===== src/bus_handover_pkg.sv =====
package bus_handover_pkg;

  // ---------------------------------------------------------------------------
  // Sizes and reset values
  // ---------------------------------------------------------------------------
  localparam int         ADDR_W_DEF   = 14;
  localparam int         DATA_W_DEF   = 24;
  localparam int         WAIT_W       = 4;
  localparam logic [3:0] WAIT_RESET   = 4'h0;
  localparam logic       GRANT_RESET  = 1'b0;

  // ---------------------------------------------------------------------------
  // Arbiter states, Gray coded along idle -> granted -> hung; hung -> idle flips both bits
  // ---------------------------------------------------------------------------
  typedef enum logic [1:0] {
    ARB_OWNED   = 2'b00,
    ARB_GRANTED = 2'b01,
    ARB_HUNG    = 2'b11
  } arb_state_t;

  // Request from the core for one external access
  typedef struct packed {
    logic        valid;
    logic        write;
    logic        is_byte_dma_engine;
    logic [2:0]  space;
    logic [13:0] addr;
    logic [23:0] wdata;
    logic [3:0]  waits;
  } mem_req_t;

  // Pin drive group of the external memory interface
  typedef struct packed {
    logic [2:0]  space;
    logic        rd_n;
    logic        wr_n;
    logic [13:0] addr;
    logic [23:0] dout;
    logic        dout_oe;
    logic        pins_oe;
  } mem_pins_t;

  localparam logic [2:0] SPACE_PROG = 3'h0;
  localparam logic [2:0] SPACE_DATA = 3'h1;
  localparam logic [2:0] SPACE_BYTE = 3'h2;
  localparam logic [2:0] SPACE_IO   = 3'h3;
  localparam logic [2:0] SPACE_COMP = 3'h4;

endpackage


===== src/access_sequencer.sv =====
`timescale 1ns/1ns
// One external memory access: one strobe cycle plus programmed wait states
module access_sequencer #(
  parameter int WAIT_BITS = bus_handover_pkg::WAIT_W
) (
  input  wire logic                 clk_sys,   // System clock
  input  wire logic                 resetn,    // Synchronous reset
  input  wire logic                 ce,        // Clock enable
  input  wire logic                 start,     // Launch one access
  input  wire logic [WAIT_BITS-1:0] waits,     // Extra wait cycles
  output logic                      busy,      // Access in progress
  output logic                      last       // Final cycle of access
);
  import bus_handover_pkg::*;

  logic [WAIT_BITS-1:0] count_reg;
  logic                 busy_reg;

  if (WAIT_BITS < 1 || WAIT_BITS > 8) begin : g_bad_wait_bits
    $error("WAIT_BITS out of range");
  end

  assign busy = busy_reg;
  assign last = busy_reg && (count_reg == '0);

  always_ff @(posedge clk_sys) begin
    if (!resetn) begin
      busy_reg  <= 1'b0;
      count_reg <= '0;
    end else if (ce) begin
      if (start && !busy_reg) begin
        busy_reg  <= 1'b1;
        count_reg <= waits;
      end else if (last) begin
        busy_reg  <= 1'b0;
      end else if (busy_reg) begin
        count_reg <= count_reg - 1'b1;
      end
    end
  end

endmodule // access_sequencer


===== src/external_bus_request_grant.sv =====
`timescale 1ns/1ns
module external_bus_request_grant #(
  parameter int ADDR_W = bus_handover_pkg::ADDR_W_DEF,
  parameter int DATA_W = bus_handover_pkg::DATA_W_DEF
) (
  input  wire logic               clk_sys,             // System clock
  input  wire logic               resetn,              // Sync reset, core only
  input  wire logic               ce,                  // Clock enable
  input  wire logic               bus_request_n,       // External request
  input  wire logic               go_mode,             // Continue while granted
  input  wire bus_handover_pkg::mem_req_t core_req,    // Core access request
  input  wire logic               core_second,         // Another access follows
  input  wire logic [DATA_W-1:0]  data_in,             // Data bus input
  output logic                    core_ack,            // Access taken
  output logic                    core_done,           // Access finished
  output logic [DATA_W-1:0]       core_rdata,          // Read data
  output logic                    core_halt,           // Stop execution
  output logic                    bus_grant_n,         // Bus grant
  output logic                    grant_hang_n,        // Stalled while granted
  output logic                    program_mem_select_n, // Program select
  output logic                    data_mem_select_n,   // Data select
  output logic                    byte_mem_select_n,   // Byte select
  output logic                    composite_select_n,  // Composite select
  output logic                    io_space_select_n,   // I/O select
  output logic                    rd_n,                // Read strobe
  output logic                    wr_n,                // Write strobe
  output logic [ADDR_W-1:0]       addr_out,            // Address bus
  output logic [DATA_W-1:0]       data_out,            // Data bus out
  output logic                    data_oe,             // Data bus enable
  output logic                    ctrl_oe              // Address/strobe enable
);
  import bus_handover_pkg::*;

  if (ADDR_W != ADDR_W_DEF || DATA_W != DATA_W_DEF) begin : g_bad_width
    $error("bus width unsupported");
  end

  // ---------------------------------------------------------------------------
  // Request sampling
  // ---------------------------------------------------------------------------
  logic       req_reg;
  arb_state_t state_reg;
  arb_state_t state_next;
  mem_req_t   cur_reg;
  logic       rd_reg;
  logic       wr_reg;
  logic       sel_reg;
  logic [DATA_W-1:0] rdata_reg;
  logic       done_reg;

  wire seq_busy;
  wire seq_last;
  wire granted   = (state_reg != ARB_OWNED);
  wire req_active = req_reg;
  wire want_bus  = core_req.valid;
  // No access is taken under reset, the sequencer would not run it
  wire start_acc = resetn && want_bus && !granted && !seq_busy && !req_active;

  // ---------------------------------------------------------------------------
  // Arbiter
  // ---------------------------------------------------------------------------
  always_comb begin
    state_next = state_reg;
    case (state_reg)
      ARB_OWNED: begin
        if (req_active && !seq_busy) begin
          state_next = ARB_GRANTED;
        end
      end
      ARB_GRANTED: begin
        if (!req_active) begin
          state_next = ARB_OWNED;
        end else if (want_bus) begin
          state_next = ARB_HUNG;
        end
      end
      ARB_HUNG: begin
        if (!req_active) begin
          state_next = ARB_OWNED;
        end
      end
      default: state_next = ARB_OWNED;
    endcase
  end

  // Arbitration keeps running under reset
  always_ff @(posedge clk_sys) begin
    if (ce) begin
      req_reg   <= !bus_request_n;
      state_reg <= state_next;
    end
  end

  access_sequencer #(
    .WAIT_BITS (WAIT_W)
  ) u_seq (
    .clk_sys (clk_sys),
    .resetn  (resetn),
    .ce      (ce),
    .start   (start_acc),
    .waits   (core_req.waits),
    .busy    (seq_busy),
    .last    (seq_last)
  );

  // ---------------------------------------------------------------------------
  // Access datapath
  // ---------------------------------------------------------------------------
  always_ff @(posedge clk_sys) begin
    if (!resetn) begin
      cur_reg   <= '0;
      rd_reg    <= 1'b0;
      wr_reg    <= 1'b0;
      sel_reg   <= 1'b0;
      rdata_reg <= '0;
      done_reg  <= 1'b0;
    end else if (ce) begin
      done_reg <= seq_last;
      if (start_acc) begin
        cur_reg <= core_req;
        sel_reg <= 1'b1;
        rd_reg  <= !core_req.write;
        wr_reg  <= core_req.write;
      end else if (seq_last) begin
        sel_reg <= 1'b0;
        rd_reg  <= 1'b0;
        wr_reg  <= 1'b0;
        if (!cur_reg.write) begin
          rdata_reg <= data_in;
        end
      end
    end
  end

  // ---------------------------------------------------------------------------
  // Pin decode
  // ---------------------------------------------------------------------------
  wire drive = !granted;
  wire sel_p = sel_reg && cur_reg.space == SPACE_PROG;
  wire sel_d = sel_reg && cur_reg.space == SPACE_DATA;
  wire sel_b = sel_reg && cur_reg.space == SPACE_BYTE;
  wire sel_i = sel_reg && cur_reg.space == SPACE_IO;
  wire sel_c = sel_reg && cur_reg.space == SPACE_COMP;

  assign ctrl_oe              = drive;
  assign data_oe              = drive && wr_reg;
  assign program_mem_select_n = !sel_p;
  assign data_mem_select_n    = !sel_d;
  assign byte_mem_select_n    = !sel_b;
  assign io_space_select_n    = !sel_i;
  assign composite_select_n   = !sel_c;
  assign rd_n                 = !rd_reg;
  assign wr_n                 = !wr_reg;
  assign addr_out             = cur_reg.addr;
  assign data_out             = cur_reg.wdata;
  assign bus_grant_n          = !granted;
  assign grant_hang_n         = !(state_reg == ARB_HUNG);
  assign core_halt            = granted && (!go_mode || want_bus);
  assign core_ack             = start_acc;
  assign core_done            = done_reg;
  assign core_rdata           = rdata_reg;
endmodule // external_bus_request_grant


===== config.mk =====
export PLATFORM = sky130hd
export DESIGN_NAME = external_bus_request_grant
export DESIGN_NICKNAME = d
export VERILOG_FILES = /design/src/bus_handover_pkg.sv /design/src/access_sequencer.sv /design/src/external_bus_request_grant.sv
export SDC_FILE = /design/constraint.sdc
export NUM_CORES = 1
export LEC_CHECK = 0
export BUFFER_PORTS_ARGS = -buffer_cell sky130_fd_sc_hd__buf_2
export CAP_MARGIN = 10
export CORE_ASPECT_RATIO = 0.5
export CORE_MARGIN = 2
export CORE_UTILIZATION = 48
export CTS_CLUSTER_SIZE = 14
export DETAILED_ROUTE_END_ITERATION = 8
export GPL_TIMING_DRIVEN = 0
export PLACE_DENSITY = 0.8
export SYNTH_ARGS = -nofsm -noshare
export SYNTH_HDL_FRONTEND = slang
export SYNTH_SLANG_ARGS = --single-unit

===== constraint.sdc =====
create_clock -name clk_sys -period 2.2 [get_ports clk_sys]
set_input_delay 0.33 -clock clk_sys [delete_from_list [all_inputs] [get_ports clk_sys]]
set_output_delay 0.33 -clock clk_sys [all_outputs]
set_load 0.005 [all_outputs]

==> flow_summary.toml <==
[sta]
finalMaxSlewViolations = 0
timing.hold.ws_ns = 0.234
slew_headroom = 0.641
hold_viol = 0
fin_worst_skew_ns = 0.00335
finalCritPeriodShare = 0.928
period_minus_slack_ns = 2.04
setup_tns_ns = 0
rsz0062_at_grt = "false"
fmax_ghz = 0.490
worst_pin_slew_ns = 0.538
setup-violations-final = 0

[synth]
async_flop_share = 0
yosys_warnings = 0
seq_area_frac_synth = 0.420
synth-edff-count = 3
synth_cell_types = 47
syn_inst = 418
yosysMostFrequentCell = "dfxtp_1"
synth.cell_area_sq_mm = 0.00378
synth_top_area_frac = 0.397
ys.flop_type = "dfxtp_1"
syn-mean-instance-area_sq_um = 9.05
netlist_top_cells_area = "dfxtp_1 40%, a21boi_1 7.9%, buf_4 7.9%"
syn-num-nets = 498
synth.top_cells.by_count = "75 x dfxtp_1, 56 x nand2_1, 45 x nand3_1"
synth-seq-cells = 78
yosysTopAreaCell = "dfxtp_1"

[worst_setup_path]
slowest_delay_ns = 0.44
critPathMostFrequentCell = "buf_2"
path_delay_family = "buffers and inverters"
crit_path_end_kind = "output port"
critical_path_class = "reg -> out"
crit_fanout = 10
cp_num_buf_inv = 3
startpoint_type = "flip-flop"
worstPathCellList = "nand4bb_1 -> buf_2 -> buf_2 -> nor3_1 -> buf_2"
slowest_stage = "edfxtp_1"
cp.required_ns = 1.87
arrival_ns = 1.71

[clocking]
clk_latency_ns = 0.34
path_clk_slew_ns = 0.06
holdBufCountCts = 0
max-clock-path-buffers = 2
cts_tree = "done"
cts_buffers = 9
cts_num_sinks = 78
cts_root_buffer = "clkbuf_16"
htree_levels = 3
cts_resized = 0
post_cts_buffers = 0

[detailed_routing]
wl_met1_um = 4100
drt-initial-drc-count = 271
viasPerCell = 4.97
top_layer_used = "met4"
vias = 3455
dr.pass1.iters = 4
wl_met2_um = 4460
drc_errors = 0
wire_per_inst_um = 13.5
wl_met3_um = 675
drt-total-wl_um = 9370
antenna_left = 0

[global_route]
track_usage = 0.217
gr-total-overflow = 0
antenna_found_initial = 0
grt_pass1_wl_um = 14600
grt_pass1_vias = 3214
grt_start_max_net_pins = 14

[floorplanning]
fp.dieArea_sq_mm = 0.00865
die_h_um = 66.8
core_area_sq_mm = 0.00749
die_w_um = 130
rows = 22
num_io_pins = 154
initial_core_util = 0.506

[layout]
layout-drive-gt1-share = 0.397
area.growth.synth_to_final_pct = 31.5
multiInputGateArea_sq_mm = 0.00162
final_area_sq_mm = 0.00498
antenna_cells = 0
num-fill-cells = 675
register_area_sq_mm = 0.00159
layout.nets = 662

[worst_hold_path]
hp-class = "in -> reg"

[place]
dp_hpwl_um = 6730
numPortBuffers = 151
gp_routability_congestion = 0.853
placed_cell_area_sq_mm = 0.00468

[power]
max-vdd-ir-drop_v = 0.000400
total_power_uw = 3220
p_leak_uw = 0.00221
p_per_area_mw_per_mm2 = 647

[flow_run]
maxCapViolations = 0

[status]
status = "finished clean"
## metrics by stage
stage / instances / util / setup WS (ns)
6_report: 695 / 0.665 / 0.158
5_1_grt: 695 / 0.665 / 0.0418
4_1_cts: 693 / 0.663 / 0.107
3_5_place_dp: 677 / 0.624 / 0.478
3_3_place_gp: 677 / 0.624 / 0.489
2_1_floorplan: 418 / - / 0.709
## metal layers
metal,track usage,vias up
met5,0,-
met4,0.0806,0
met3,0.0594,11
met2,0.373,113
met1,0.263,1584
li1,-,1747
## worst paths after layout
kind / start / end / slack (ns) / cells after the start
hold / removal: bus_request_n / req_active / 0.23 / 2
setup / recovery: req_active / core_ack / 0.16 / 5
hold reg to reg: core_rdata[23] / core_rdata[23] / 0.45 / 2
setup reg to reg: u_seq.count_reg[0] / core_rdata[14] / 0.52 / 6
## power by group
group	switching [uW]	internal, uW
Sequential	16.5	1440
Clock	588	829
Combinational	181	161
## worst register-to-register path: cells and delay by family, from the launching register on
kind | cells | cell delay (ns)
adders and majority gates | 1 | 0.22
buffers and inverters | 2 | 0.32
DFF | 1 | 0.34
muxes | 1 | 0.20
and+or+nand+nor | 2 | 0.54
## kinds of logic after synthesis
kind of cell             Yosys count  synth area share
AND/OR/NAND/NOR                  125             0.169
buffers and inverters             83             0.153
XOR/XNOR                           1           0.00231
adder cells (fa/ha/maj)            2           0.00661
AO/OA/AOI/OAI                    105             0.186
flip-flops                        78             0.420
multiplexers                      24            0.0635
## layout by cell type (no fill, tap or decap), types with 14 or more instances in the layout
cell / netlist / layout
a21boi_1: 40 / 40
dfxtp_1: 75 / 75
o21ai_1: 40 / 40
clkbuf_1: 13 / 14
buf_4: 40 / 42
nand3_1: 45 / 45
buf_2: 5 / 156
nand2_1: 56 / 56
mux2i_1: 24 / 24
## area by class of cell
class	count	share of cell area
buffer	73	0.109
clock buffer	11	0.0510
clock inverter	5	0.00629
inverter	10	0.00754
multi-input combinational	257	0.325
sequential	78	0.320
tap	108	0.0272
timing repair buffer	153	0.155
(Power assumes the default switching activity.)
